### config.mk
export PLATFORM = sky130hd
export DESIGN_NAME = two_level_interrupt_collector
export DESIGN_NICKNAME = d
export VERILOG_FILES = /design/src/logic/irq_collector_pkg.sv /design/src/logic/two_level_interrupt_collector.sv
export SDC_FILE = /design/constraint.sdc
export NUM_CORES = 1
export LEC_CHECK = 0
export BUFFER_PORTS_ARGS = -buffer_cell sky130_fd_sc_hd__buf_4
export CAP_MARGIN = 20
export CORE_ASPECT_RATIO = 0.9
export CORE_UTILIZATION = 40
export DETAILED_ROUTE_END_ITERATION = 8
export GPL_ROUTABILITY_DRIVEN = 0
export PLACE_DENSITY = 0.63
export SETUP_SLACK_MARGIN = 0.1
export SYNTH_ARGS = -nofsm -noshare
export SYNTH_HDL_FRONTEND = slang
export SYNTH_SLANG_ARGS = --single-unit
export TNS_END_PERCENT = 10
### constraint.sdc
create_clock -name sys_clk -period 2.29 [get_ports sys_clk]
set_clock_uncertainty 0.1 [all_clocks]
set_input_delay 0.1145 -clock sys_clk [delete_from_list [all_inputs] [get_ports sys_clk]]
set_output_delay 0.1145 -clock sys_clk [all_outputs]
set_load 0.03 [all_outputs]
### src/logic/irq_collector_pkg.sv
package irq_collector_pkg;

   // ==========================================================
   // Level-2 unit indices
   localparam int NUM_L2          = 7;
   localparam int U_TOUCH         = 0;
   localparam int U_AUDIO         = 1;
   localparam int U_KEYSCAN       = 2;
   localparam int U_GPIO_LOW      = 3;
   localparam int U_DEBUG_SERIAL  = 4;
   localparam int U_GPIO_HIGH     = 5;
   localparam int U_INFRARED      = 6;

   // ==========================================================
   // Register offsets
   localparam logic [31:0] SYS_IRQ_STATUS1_OFF        = 32'h0B00_0080;
   localparam logic [31:0] TOUCH_PANEL_IRQ_STATUS_OFF = 32'h0B00_0082;
   localparam logic [31:0] AUDIO_IRQ_STATUS_OFF       = 32'h0B00_0084;
   localparam logic [31:0] KEYSCAN_IRQ_STATUS_OFF     = 32'h0B00_0086;
   localparam logic [31:0] GPIO_LOW_IRQ_STATUS_OFF    = 32'h0B00_0088;
   localparam logic [31:0] DEBUG_SERIAL_IRQ_STATUS_OFF = 32'h0B00_008A;
   localparam logic [31:0] SYS_IRQ_ENABLE1_OFF        = 32'h0B00_008C;
   localparam logic [31:0] TOUCH_PANEL_IRQ_ENABLE_OFF = 32'h0B00_008E;
   localparam logic [31:0] AUDIO_IRQ_ENABLE_OFF       = 32'h0B00_0090;
   localparam logic [31:0] KEYSCAN_IRQ_ENABLE_OFF     = 32'h0B00_0092;
   localparam logic [31:0] GPIO_LOW_IRQ_ENABLE_OFF    = 32'h0B00_0094;
   localparam logic [31:0] DEBUG_SERIAL_IRQ_ENABLE_OFF = 32'h0B00_0096;
   localparam logic [31:0] NONMASKABLE_ROUTE_SELECT_OFF = 32'h0B00_0098;
   localparam logic [31:0] SOFTWARE_IRQ_TRIGGER_OFF   = 32'h0B00_009A;
   localparam logic [31:0] SYS_IRQ_STATUS2_OFF        = 32'h0B00_0200;
   localparam logic [31:0] GPIO_HIGH_IRQ_STATUS_OFF   = 32'h0B00_0202;
   localparam logic [31:0] INFRARED_IRQ_STATUS_OFF    = 32'h0B00_0204;
   localparam logic [31:0] SYS_IRQ_ENABLE2_OFF        = 32'h0B00_0206;
   localparam logic [31:0] GPIO_HIGH_IRQ_ENABLE_OFF   = 32'h0B00_0208;
   localparam logic [31:0] INFRARED_IRQ_ENABLE_OFF    = 32'h0B00_020A;

   localparam logic [NUM_L2-1:0][31:0] L2_STATUS_OFF = {
      INFRARED_IRQ_STATUS_OFF, GPIO_HIGH_IRQ_STATUS_OFF,
      DEBUG_SERIAL_IRQ_STATUS_OFF, GPIO_LOW_IRQ_STATUS_OFF,
      KEYSCAN_IRQ_STATUS_OFF, AUDIO_IRQ_STATUS_OFF,
      TOUCH_PANEL_IRQ_STATUS_OFF};
   localparam logic [NUM_L2-1:0][31:0] L2_ENABLE_OFF = {
      INFRARED_IRQ_ENABLE_OFF, GPIO_HIGH_IRQ_ENABLE_OFF,
      DEBUG_SERIAL_IRQ_ENABLE_OFF, GPIO_LOW_IRQ_ENABLE_OFF,
      KEYSCAN_IRQ_ENABLE_OFF, AUDIO_IRQ_ENABLE_OFF,
      TOUCH_PANEL_IRQ_ENABLE_OFF};

   // ==========================================================
   // Level-1 register 1 bit positions
   localparam int SYS1_TOUCH_SUSPEND_BIT = 13;
   localparam int SYS1_SOFTWARE_BIT      = 11;
   localparam int SYS1_BUS_ERROR_BIT     = 10;
   localparam int SYS1_SERIAL_BIT        = 9;
   localparam int SYS1_GPIO_LOW_BIT      = 8;
   localparam int SYS1_KEYSCAN_BIT       = 7;
   localparam int SYS1_AUDIO_BIT         = 6;
   localparam int SYS1_TOUCH_BIT         = 5;
   localparam int SYS1_ELAPSED_BIT       = 3;
   localparam int SYS1_TIMER_LONG_1_BIT  = 2;
   localparam int SYS1_POWER_SWITCH_BIT  = 1;
   localparam int SYS1_BATTERY_BIT       = 0;

   // Level-1 register 2 bit positions
   localparam int SYS2_TIMER_LONG_2_BIT  = 0;
   localparam int SYS2_HSP_BIT           = 1;
   localparam int SYS2_GPIO_HIGH_BIT     = 2;
   localparam int SYS2_INFRARED_BIT      = 3;

   // ==========================================================
   // Level-2, route select and software trigger field positions
   localparam int TOUCH_CMD_SCAN_BIT     = 6;
   localparam int TOUCH_ADC_PORT_BIT     = 5;
   localparam int TOUCH_PAGE1_BIT        = 4;
   localparam int TOUCH_PAGE0_BIT        = 3;
   localparam int TOUCH_ADC_TIMEOUT_BIT  = 2;
   localparam int TOUCH_CONTACT_BIT      = 0;
   localparam int MIC_PAGE2_BIT          = 11;
   localparam int MIC_PAGE1_BIT          = 10;
   localparam int MIC_OVERRUN_BIT        = 9;
   localparam int MIC_RX_DONE_BIT        = 8;
   localparam int SPK_PAGE2_BIT          = 3;
   localparam int SPK_PAGE1_BIT          = 2;
   localparam int SPK_UNDERRUN_BIT       = 1;
   localparam int NMI_ROUTE_BIT          = 0;
   localparam int SOFT_TRIGGER_BIT       = 0;

   // ==========================================================
   // Implemented bits; all others read zero
   localparam logic [15:0] SYS1_VALID     = 16'h2FEF;
   localparam logic [15:0] SYS2_VALID     = 16'h000F;
   localparam logic [15:0] TOUCH_VALID    = 16'h007D;
   localparam logic [15:0] AUDIO_VALID    = 16'h0F0E;
   localparam logic [15:0] KEYSCAN_VALID  = 16'h0007;
   localparam logic [15:0] GPIO_VALID     = 16'hFFFF;
   localparam logic [15:0] DSERIAL_VALID  = 16'h0F00;
   localparam logic [15:0] INFRARED_VALID = 16'h0007;
   localparam logic [15:0] SINGLE_VALID   = 16'h0001;
   localparam logic [NUM_L2-1:0][15:0] L2_VALID = {
      INFRARED_VALID, GPIO_VALID, DSERIAL_VALID, GPIO_VALID,
      KEYSCAN_VALID, AUDIO_VALID, TOUCH_VALID};

   // ==========================================================
   // Reset values
   localparam logic [15:0] STATUS_RESET   = 16'h0000;
   localparam logic [15:0] ENABLE_RESET   = 16'h0000;
   localparam logic [15:0] NMI_SEL_RESET  = 16'h0000;
   localparam logic [15:0] SOFT_RESET     = 16'h0000;
   localparam logic [15:0] READ_IDLE      = 16'h0000;

   // ==========================================================
   // Timing
   localparam int CLK_PERIOD_NS  = 100;
   localparam int MEMDRV_TIME_NS = 1000;
   localparam int MEMDRV_CYCLES  =
      (MEMDRV_TIME_NS + CLK_PERIOD_NS - 1) / CLK_PERIOD_NS;

   // ==========================================================
   // Suspend sequencing
   typedef enum logic [2:0] {
      ST_RUN     = 3'b001,
      ST_SUSPEND = 3'b010,
      ST_RESUME  = 3'b100
   } power_state_t;

endpackage

### src/logic/two_level_interrupt_collector.sv
// The plain strobed port was left to the implementer.
`timescale 1ns/1ps
module two_level_interrupt_collector #(
   parameter int MEMDRV_CYCLES = irq_collector_pkg::MEMDRV_CYCLES
) (
   input  wire logic        sys_clk,
   input  wire logic        rst_b,
   input  wire logic        clk_en,
   input  wire logic        rtc_domain_reset_b,
   input  wire logic [31:0] reg_addr,
   input  wire logic [15:0] reg_wdata,
   input  wire logic        reg_wr,
   input  wire logic        reg_rd,
   output logic      [15:0] reg_rdata,
   input  wire logic [15:0] touch_panel_req,
   input  wire logic [15:0] audio_req,
   input  wire logic [15:0] keyscan_req,
   input  wire logic [15:0] gpio_low_req,
   input  wire logic [15:0] debug_serial_req,
   input  wire logic [15:0] gpio_high_req,
   input  wire logic [15:0] infrared_req,
   input  wire logic        battery_req,
   input  wire logic        power_switch_req,
   input  wire logic        timer_long_1_request,
   input  wire logic        timer_long_2_request,
   input  wire logic        elapsed_timer_req,
   input  wire logic        bus_error_req,
   input  wire logic        serial_unit_req,
   input  wire logic        hsp_req,
   input  wire logic        suspend_mode,
   output logic             core_irq_line_0,
   output logic             core_irq_line_1,
   output logic             core_irq_line_2,
   output logic             core_irq_line_3,
   output logic             core_nmi,
   output logic             int_all,
   output logic             memory_drive
);

   localparam int NL2 = irq_collector_pkg::NUM_L2;
   localparam logic [15:0] CNT_LOAD = 16'(MEMDRV_CYCLES);

   // ==========================================================
   // Declarations
   logic [NL2-1:0][15:0] l2_req;
   logic [NL2-1:0][15:0] level2_status_r;
   logic [NL2-1:0][15:0] level2_enable_r;
   logic [NL2-1:0]       l2_any;
   logic [15:0]          level1_status1_r;
   logic [15:0]          level1_status2_r;
   logic [15:0]          level1_enable1_r;
   logic [15:0]          level1_enable2_r;
   logic [15:0]          nmi_select_r;
   logic [15:0]          soft_trigger_r;
   logic [15:0]          level1_status1_nxt;
   logic [15:0]          level1_status2_nxt;
   logic [15:0]          masked1;
   logic [15:0]          masked2;
   logic                 status_clear;
   logic                 wr_sel_nmi;
   logic                 wr_sel_soft;
   logic                 nmi_route;
   logic                 line0_any;
   logic                 any_pending;
   logic                 core_gate;
   logic [15:0]          read_mux;
   logic [15:0]          memdrv_cnt_r;
   irq_collector_pkg::power_state_t pstate_r;
   irq_collector_pkg::power_state_t pstate_nxt;

   assign status_clear = !rst_b || !rtc_domain_reset_b;

   // ==========================================================
   // Write selects for single-bit control registers
   assign wr_sel_nmi  = clk_en && reg_wr &&
      (reg_addr == irq_collector_pkg::NONMASKABLE_ROUTE_SELECT_OFF);
   assign wr_sel_soft = clk_en && reg_wr &&
      (reg_addr == irq_collector_pkg::SOFTWARE_IRQ_TRIGGER_OFF);

   assign l2_req[irq_collector_pkg::U_TOUCH]        = touch_panel_req;
   assign l2_req[irq_collector_pkg::U_AUDIO]        = audio_req;
   assign l2_req[irq_collector_pkg::U_KEYSCAN]      = keyscan_req;
   assign l2_req[irq_collector_pkg::U_GPIO_LOW]     = gpio_low_req;
   assign l2_req[irq_collector_pkg::U_DEBUG_SERIAL] = debug_serial_req;
   assign l2_req[irq_collector_pkg::U_GPIO_HIGH]    = gpio_high_req;
   assign l2_req[irq_collector_pkg::U_INFRARED]     = infrared_req;

   // ==========================================================
   // Level-2 status and enable registers
   for (genvar u = 0; u < NL2; u++) begin : g_l2
      always_ff @(posedge sys_clk) begin
         if (status_clear) begin
            level2_status_r[u] <= irq_collector_pkg::STATUS_RESET;
         end else if (clk_en) begin
            // Bit follows its request; reserved positions stay zero
            level2_status_r[u] <= l2_req[u] &
                                  irq_collector_pkg::L2_VALID[u];
         end
      end

      always_ff @(posedge sys_clk) begin
         if (status_clear) begin
            level2_enable_r[u] <= irq_collector_pkg::ENABLE_RESET;
         end else if (clk_en && reg_wr &&
                      reg_addr == irq_collector_pkg::L2_ENABLE_OFF[u]) begin
            level2_enable_r[u] <= reg_wdata &
                                  irq_collector_pkg::L2_VALID[u];
         end
      end

      // One merged request per level-2 register
      assign l2_any[u] = |(level2_status_r[u] &
                           level2_enable_r[u]);
   end

   // ==========================================================
   // Level-1 indication
   always_comb begin
      level1_status1_nxt = irq_collector_pkg::STATUS_RESET;
      level1_status1_nxt[irq_collector_pkg::SYS1_TOUCH_SUSPEND_BIT] =
         l2_any[irq_collector_pkg::U_TOUCH] &&
         (pstate_r != irq_collector_pkg::ST_RUN);
      level1_status1_nxt[irq_collector_pkg::SYS1_SOFTWARE_BIT] =
         soft_trigger_r[irq_collector_pkg::SOFT_TRIGGER_BIT];
      level1_status1_nxt[irq_collector_pkg::SYS1_BUS_ERROR_BIT] =
         bus_error_req;
      level1_status1_nxt[irq_collector_pkg::SYS1_SERIAL_BIT] =
         serial_unit_req;
      level1_status1_nxt[irq_collector_pkg::SYS1_GPIO_LOW_BIT] =
         l2_any[irq_collector_pkg::U_GPIO_LOW] ||
         l2_any[irq_collector_pkg::U_DEBUG_SERIAL];
      level1_status1_nxt[irq_collector_pkg::SYS1_KEYSCAN_BIT] =
         l2_any[irq_collector_pkg::U_KEYSCAN];
      level1_status1_nxt[irq_collector_pkg::SYS1_AUDIO_BIT] =
         l2_any[irq_collector_pkg::U_AUDIO];
      level1_status1_nxt[irq_collector_pkg::SYS1_TOUCH_BIT] =
         l2_any[irq_collector_pkg::U_TOUCH];
      level1_status1_nxt[irq_collector_pkg::SYS1_ELAPSED_BIT] =
         elapsed_timer_req;
      level1_status1_nxt[irq_collector_pkg::SYS1_TIMER_LONG_1_BIT] =
         timer_long_1_request;
      level1_status1_nxt[irq_collector_pkg::SYS1_POWER_SWITCH_BIT] =
         power_switch_req;
      level1_status1_nxt[irq_collector_pkg::SYS1_BATTERY_BIT] =
         battery_req;
   end

   always_comb begin
      level1_status2_nxt = irq_collector_pkg::STATUS_RESET;
      level1_status2_nxt[irq_collector_pkg::SYS2_TIMER_LONG_2_BIT] =
         timer_long_2_request;
      level1_status2_nxt[irq_collector_pkg::SYS2_HSP_BIT] = hsp_req;
      level1_status2_nxt[irq_collector_pkg::SYS2_GPIO_HIGH_BIT] =
         l2_any[irq_collector_pkg::U_GPIO_HIGH];
      level1_status2_nxt[irq_collector_pkg::SYS2_INFRARED_BIT] =
         l2_any[irq_collector_pkg::U_INFRARED];
   end

   always_ff @(posedge sys_clk) begin
      if (status_clear) begin
         level1_status1_r <= irq_collector_pkg::STATUS_RESET;
         level1_status2_r <= irq_collector_pkg::STATUS_RESET;
      end else if (clk_en) begin
         level1_status1_r <= level1_status1_nxt;
         level1_status2_r <= level1_status2_nxt;
      end
   end

   // ==========================================================
   // Level-1 enables, route select, software trigger
   always_ff @(posedge sys_clk) begin
      if (status_clear) begin
         level1_enable1_r <= irq_collector_pkg::ENABLE_RESET;
         level1_enable2_r <= irq_collector_pkg::ENABLE_RESET;
      end else if (clk_en && reg_wr) begin
         case (reg_addr)
            irq_collector_pkg::SYS_IRQ_ENABLE1_OFF: begin
               level1_enable1_r <= reg_wdata &
                                   irq_collector_pkg::SYS1_VALID;
            end
            irq_collector_pkg::SYS_IRQ_ENABLE2_OFF: begin
               level1_enable2_r <= reg_wdata &
                                   irq_collector_pkg::SYS2_VALID;
            end
            default: begin
            end
         endcase
      end
   end

   // Battery route select
   always_ff @(posedge sys_clk) begin
      if (status_clear) begin
         nmi_select_r <= irq_collector_pkg::NMI_SEL_RESET;
      end else if (wr_sel_nmi) begin
         nmi_select_r <= reg_wdata &
                         irq_collector_pkg::SINGLE_VALID;
      end
   end

   // Software trigger
   always_ff @(posedge sys_clk) begin
      if (status_clear) begin
         soft_trigger_r <= irq_collector_pkg::SOFT_RESET;
      end else if (wr_sel_soft) begin
         soft_trigger_r <= reg_wdata &
                           irq_collector_pkg::SINGLE_VALID;
      end
   end

   // ==========================================================
   // Core line routing
   assign masked1   = level1_status1_r & level1_enable1_r;
   assign masked2   = level1_status2_r & level1_enable2_r;
   assign nmi_route = nmi_select_r[irq_collector_pkg::NMI_ROUTE_BIT];

   always_comb begin
      logic [15:0] rest1;
      rest1 = masked1;
      rest1[irq_collector_pkg::SYS1_TIMER_LONG_1_BIT] = 1'b0;
      rest1[irq_collector_pkg::SYS1_BATTERY_BIT]      =
         masked1[irq_collector_pkg::SYS1_BATTERY_BIT] && !nmi_route;
      line0_any = (|rest1) ||
         masked2[irq_collector_pkg::SYS2_GPIO_HIGH_BIT] ||
         masked2[irq_collector_pkg::SYS2_INFRARED_BIT];
   end

   assign any_pending = (|masked1) || (|masked2);
   // Core lines held off while suspended or until memory drive ends
   assign core_gate   = (pstate_r == irq_collector_pkg::ST_RUN);

   always_ff @(posedge sys_clk) begin
      if (!rst_b) begin
         core_irq_line_0 <= 1'b0;
         core_irq_line_1 <= 1'b0;
         core_irq_line_2 <= 1'b0;
         core_irq_line_3 <= 1'b0;
         core_nmi        <= 1'b0;
      end else if (clk_en) begin
         core_irq_line_0 <= core_gate && line0_any;
         core_irq_line_1 <= core_gate &&
            masked1[irq_collector_pkg::SYS1_TIMER_LONG_1_BIT];
         core_irq_line_2 <= core_gate &&
            masked2[irq_collector_pkg::SYS2_TIMER_LONG_2_BIT];
         core_irq_line_3 <= core_gate &&
            masked2[irq_collector_pkg::SYS2_HSP_BIT];
         core_nmi        <= core_gate && nmi_route &&
            masked1[irq_collector_pkg::SYS1_BATTERY_BIT];
      end
   end

   // General interrupt-source level, not held off by suspend
   always_ff @(posedge sys_clk) begin
      if (!rst_b) begin
         int_all <= 1'b0;
      end else if (clk_en) begin
         int_all <= any_pending;
      end
   end

   // ==========================================================
   // Suspend and resume sequencing
   always_comb begin
      pstate_nxt = pstate_r;
      case (pstate_r)
         irq_collector_pkg::ST_RUN: begin
            if (suspend_mode) begin
               pstate_nxt = irq_collector_pkg::ST_SUSPEND;
            end
         end
         irq_collector_pkg::ST_SUSPEND: begin
            if (!suspend_mode || any_pending) begin
               pstate_nxt = irq_collector_pkg::ST_RESUME;
            end
         end
         irq_collector_pkg::ST_RESUME: begin
            if (memdrv_cnt_r == 16'h0001) begin
               pstate_nxt = irq_collector_pkg::ST_RUN;
            end
         end
         default: begin
            pstate_nxt = irq_collector_pkg::ST_RUN;
         end
      endcase
   end

   always_ff @(posedge sys_clk) begin
      if (!rst_b) begin
         pstate_r <= irq_collector_pkg::ST_RUN;
      end else if (clk_en) begin
         pstate_r <= pstate_nxt;
      end
   end

   always_ff @(posedge sys_clk) begin
      if (!rst_b) begin
         memdrv_cnt_r <= 16'h0000;
         memory_drive <= 1'b0;
      end else if (clk_en) begin
         if (pstate_r == irq_collector_pkg::ST_SUSPEND &&
             pstate_nxt == irq_collector_pkg::ST_RESUME) begin
            memdrv_cnt_r <= CNT_LOAD;
            memory_drive <= 1'b1;
         end else if (memdrv_cnt_r != 16'h0000) begin
            memdrv_cnt_r <= memdrv_cnt_r - 16'h0001;
            memory_drive <= (memdrv_cnt_r != 16'h0001);
         end else begin
            memory_drive <= 1'b0;
         end
      end
   end

   // ==========================================================
   // Read decode
   always_comb begin
      read_mux = irq_collector_pkg::READ_IDLE;
      case (reg_addr)
         irq_collector_pkg::SYS_IRQ_STATUS1_OFF: begin
            read_mux = level1_status1_r;
         end
         irq_collector_pkg::SYS_IRQ_ENABLE1_OFF: begin
            read_mux = level1_enable1_r;
         end
         irq_collector_pkg::SYS_IRQ_STATUS2_OFF: begin
            read_mux = level1_status2_r;
         end
         irq_collector_pkg::SYS_IRQ_ENABLE2_OFF: begin
            read_mux = level1_enable2_r;
         end
         irq_collector_pkg::NONMASKABLE_ROUTE_SELECT_OFF: begin
            read_mux = nmi_select_r;
         end
         irq_collector_pkg::SOFTWARE_IRQ_TRIGGER_OFF: begin
            read_mux = soft_trigger_r;
         end
         default: begin
            for (int u = 0; u < NL2; u++) begin
               if (reg_addr == irq_collector_pkg::L2_STATUS_OFF[u]) begin
                  read_mux = level2_status_r[u];
               end
               if (reg_addr == irq_collector_pkg::L2_ENABLE_OFF[u]) begin
                  read_mux = level2_enable_r[u];
               end
            end
         end
      endcase
   end

   always_ff @(posedge sys_clk) begin
      if (!rst_b) begin
         reg_rdata <= irq_collector_pkg::READ_IDLE;
      end else if (clk_en) begin
         reg_rdata <= reg_rd ? read_mux : irq_collector_pkg::READ_IDLE;
      end
   end

endmodule

* Yosys cells after proc, flatten, opt, wreduce, memory -nomap -nowiden *
Cells that the tools add are included.

storage, ports and cells
  bits in registers = 186
  output and inout bits = 23
  input bits = 175

operators by class
  add/sub/neg operators = 1
  bitwise logic cells = 9
  reduce and logical (&&, ||, !) cells = 44
  mux-type cells = 24
  equality and inequality tests = 27

operators with widths
  cell                                                     count
  equality test 32 x 28 -> 1 bit (second input constant)   20
  2-to-1 mux 16 bit                                        16
  OR reduction 16 bit                                      9
  case mux 16 bit (6 select lines)                         1
  AND 16 bit                                               2
  AND 12 bit                                               2
  logical AND 1 bit                                        19
  equality test 16 x 1 -> 1 bit (second input constant)    1
  inequality test 16 x 1 -> 1 bit (second input constant)  1
  nonzero test 16 bit                                      1
  subtractor 16 x 1 -> 16 bit (second input constant)      1
  OR reduction 15 bit                                      1
  AND 14 bit                                               1
  2-to-1 mux 3 bit                                         3
  case mux 3 bit (3 select lines)                          1
  AND 7 bit                                                1
  2-to-1 mux 7 bit                                         1
  AND 3 bit                                                2
  equality test 3 bit (second input constant)              2
  logical OR 1 bit                                         6
  AND reduction 2 bit                                      3
  AND 4 bit                                                1
  zero test 1 bit                                          4
  equality test 3 x 1 -> 1 bit (second input constant)     1
  other kinds (4)                                          5

* Logic depth before layout (Yosys ltp) *
  depth after elaboration = 17
  depth in mapped cells = 9

* Worst setup path after synthesis *
Ideal clock, no wire load.

  path type = reg2reg
  from = register memdrv_cnt_r[6]
  to = register memdrv_cnt_r[11]
  arrival = 1877 ps
  cell stages (with the launch flop) = 8
  buffers on the path = 0
  slack = 243 ps
  period minus slack after synthesis = 2047 ps
  cells stage by stage = dfxtp_1 nor4_1 and4_1 a41o_1 a41oi_2 nand2_2 or4_1 a21oi_1

on the way
  longest elaborated chain between the ends = 7
  elaborated cells on any way between the ends = 11
  those cells by class = 1 x add/sub; 2 x eq/ne; 4 x mux; 4 x reduce/logical

ends and longest elaborated chain
  item                             line                                  source
  start: declaration               two_level_interrupt_collector.sv:67   logic [15:0] memdrv_cnt_r;
  start signal: assignment         two_level_interrupt_collector.sv:305  memdrv_cnt_r <= memdrv_cnt_r - 16'h0001;
  equality test 16 x 1 -> 1 bit    two_level_interrupt_collector.sv:277  if (memdrv_cnt_r == 16'h0001) begin
  2-to-1 mux 3 bit                 two_level_interrupt_collector.sv:277
  case mux 3 bit (3 select lines)  two_level_interrupt_collector.sv:265  case (pstate_r)
  equality test 3 bit              two_level_interrupt_collector.sv:301  pstate_nxt == irq_collector_pkg::ST_RESUME) begin
  logical AND 1 bit                two_level_interrupt_collector.sv:300  if (pstate_r == irq_collector_pkg::ST_SUSPEND &&
  nonzero test 2 bit (no line)     --
  AND reduction 2 bit (no line)    --

Several ways; a longest one is shown, not always the timed one. The select of a mux whose other input is x is not followed.
A chain may end at the register's enable or synchronous reset.

* Final worst setup path *
  from = register memdrv_cnt_r[2]
  to = register memdrv_cnt_r[0]

Same word-level chain as after synthesis.

==> run_results.csv <==
group,metric,value,unit
floorplanning,row_count,51,
grt,grt-ovfl-total,0,
final_layout,drive_gt1_share,22.2,%
timing,fin_ws,196,ps
outcome,status,"completed",
setup_path,crit_chain,"nor4_1, and4_1, and2_1, a41oi_4, buf_4, mux2i_1, nor2_1",
yosys,synth.cell_area,0.00889,mm2
setup_path,cp_max_fo,6,
route,drtPass1Iterations,6,
final_layout,final_cell_area,0.0121,mm2
yosys,synth_most_common_cell,"dfxtp_1",
route,wire_per_inst,19.8,um
timing,fin_crit,2090,ps
yosys,ys_ff_latch,186,
setup_path,crit_type,"register to register",
placement,dp_hpwl,23.0,mm
setup_path,r2r-start,"memdrv_cnt_r[2]",
final_layout,n_antenna_cell,0,
yosys,netlist_top_cells_count,"186 x dfxtp_1, 151 x nand2_1, 134 x nor2_1",
grt,grt_pass1_vias,8400,
final_layout,nets,1456,
placement,io_buffers,140,
placement,place_ws,-60.6,ps
yosys,ys.flop_type,"dfxtp_1",
power,powerDensity,639,mW/mm2
yosys,synthArstFlopShare,0,%
setup_path,worstSetupEndpointType,"register",
min_path,hold_start,"rtc_domain_reset_b",
yosys,synth_top_cell_area_share,41.9,%
route,wl,31.4,mm
timing,hold_violations,0,
floorplanning,die_w,159,um
route,dr.first_iter.drc_count,946,
setup_path,crit_buf_inv,1,
floorplanning,dieArea,0.0228,mm2
cts,cts-root-buf,"clkbuf_16",
setup_path,cp-startpoint,"memdrv_cnt_r[2]",
cts,htreeDepth,4,
setup_path,rrSetupSlack,200,ps
timing,fin_crit_sh,91.4,%
cts,cts_tree,"done",
route,postRouteAntennaNets,0,
yosys,ys_top_cells_by_area,"dfxtp_1 42%, mux2i_1 10%, nand2_1 6.4%",
floorplanning,ios,198,
yosys,synthCells,1022,
timing,fmax,478,MHz
setup_path,slowest_delay,380,ps
cts,postCtsSetupBuffers,0,
grt,grt_max_degree,58,
setup_path,cp_top_family,"simple AND/OR/NAND/NOR gates",
setup_path,crit_arrival,2300,ps
timing,drv_slew,0,
timing,setup_violations,0,
timing,rsz0062_at_grt,"true",
cts,clk_pin_slew,70,ps
yosys,syn_nets,1199,
min_path,hold_path.class,"input port to register",
yosys,synth_warnings,0,
final_layout,n_fill_cell,1995,
grt,grt_pass1_wl,47.9,mm
timing,max_slew_margin,43.8,%
cts,worstSkewPairLatency,440,ps
setup_path,startpoint_type,"register",
cts,clockBufferDepth,2,
power,p_total,7750,uW
yosys,synth_edf_count,0,
setup_path,slowest_stage,"nor4_1",
floorplanning,initial_core_util,41.0,%
timing,worstMarginPinSlew,822,ps
yosys,syn_avg_cell_area,8.70,um2
route,drc_errors,0,
power,ir_worst_vdd,0.388,mV
cts,clock_sinks,186,
floorplanning,core,0.0217,mm2
setup_path,critPathRequiredTime,2490,ps
route,routed_via_density,5.70,
yosys,yosysSeqAreaShare,41.9,%
yosys,yosysUniqueCellTypes,78,
route,num_vias,9026,
job,drv_cap,0,
grt,grt_usage,27.6,%
yosys,synth.largest_area_cell,"dfxtp_1",
cts,cts_buffers,17,
floorplanning,die_h,143,um
grt,antenna_found_initial,0,
placement,placed_area,0.0107,mm2
power,leakage,0.00469,uW
final_layout,syn_to_final_growth,36.4,%
==> flip-flops by register name (all words and copies together), names as in the netlist <==
register	count
memdrv_cnt_r	16
level1_status2_r	4
core_irq_line_2	1
core_irq_line_0	1
int_all	1
core_irq_line_3	1
reg_rdata	16
level2_enable_r	55
level2_status_r	55
core_irq_line_1	1
nmi_select_r	1
core_nmi	1
memory_drive	1
level1_enable2_r	4
level1_status1_r	12
level1_enable1_r	12
soft_trigger_r	1
pstate_r	3
==> worst min-delay path, stage by stage <==
cell     delay, ps
buf_4           90
nand2_4        210
nor2_1         150
==> power breakdown <==
part	leakage, uW	internal (uW)	switching (uW)	total (uW)
sequential	0.00151	3360	128	3480
combinational	0.00290	643	685	1330
clock	0.000281	1540	1390	2940
==> layer usage <==
metal / global-route usage (%) / part of all wire [%]
met1: 37.8 / 44
met2: 42.3 / 43
met3: 5.77 / 9.4
met4: 10.8 / 2.9
met5: 0 / 0
==> worst paths after layout <==
check / endpoint / depth (start not counted)
max: memdrv_cnt_r[0] / 7
min: level2_enable_r[97] / 3
max reg2reg: memdrv_cnt_r[0] / 7
min reg2reg: reg_rdata[4] / 2
==> stage by stage <==
step	hold slack, ps	TNS, ps	util, %	std cells
2_1_floorplan	155	0	-	1022
3_3_place_gp	247	-16.0	49.3	1469
3_5_place_dp	256	-129	49.3	1469
4_1_cts	42.1	0	55.8	1583
5_1_grt	75.6	0	55.9	1583
6_report	70.3	0	55.9	1583
==> timing repair <==
action,4_1_cts,5_1_grt
pin swaps,1,0
endpoints found under the setup margin,2,17
hold endpoints to repair,143,0
hold buffers,82,0
gates resized for setup,0,7
==> cell families after synthesis <==
logic type	synth area share, %
DFF	41.9
xor gates and xnor gates	0.887
adders and majority gates	0.281
AOI/OAI and AO/OA	20.0
muxes	10.1
buffers and inverters	3.12
and+or+nand+nor	23.7
==> layout make-up <==
type / instances / area, um2 / area share (%)
Clock buffer: 17 / 425 / 3.51
Clock inverter: 15 / 164 / 1.35
Inverter: 8 / 30.0 / 0.248
Multi-Input combinational cell: 772 / 4920 / 40.6
Sequential cell: 186 / 3730 / 30.7
Tap cell: 291 / 364 / 3.00
Timing Repair Buffer: 294 / 2490 / 20.5
==> placed cells by master, fill, tap and decap left out, types with 8 or more instances in the layout <==
cell type	instances
buf_4	206
dfxtp_1	183
nand2_1	149
nor2_1	134
mux2i_1	89
a21oi_1	88
dlygate4sd3_1	82
a22oi_1	40
a22o_1	21
o21ai_0	17
clkbuf_16	17
nand3_1	16
nor3_1	13
a221oi_1	12
nor4_1	11
nand4_1	11
a31oi_1	11
nand2b_1	8
o21ai_1	8
(Power assumes the default switching activity.)
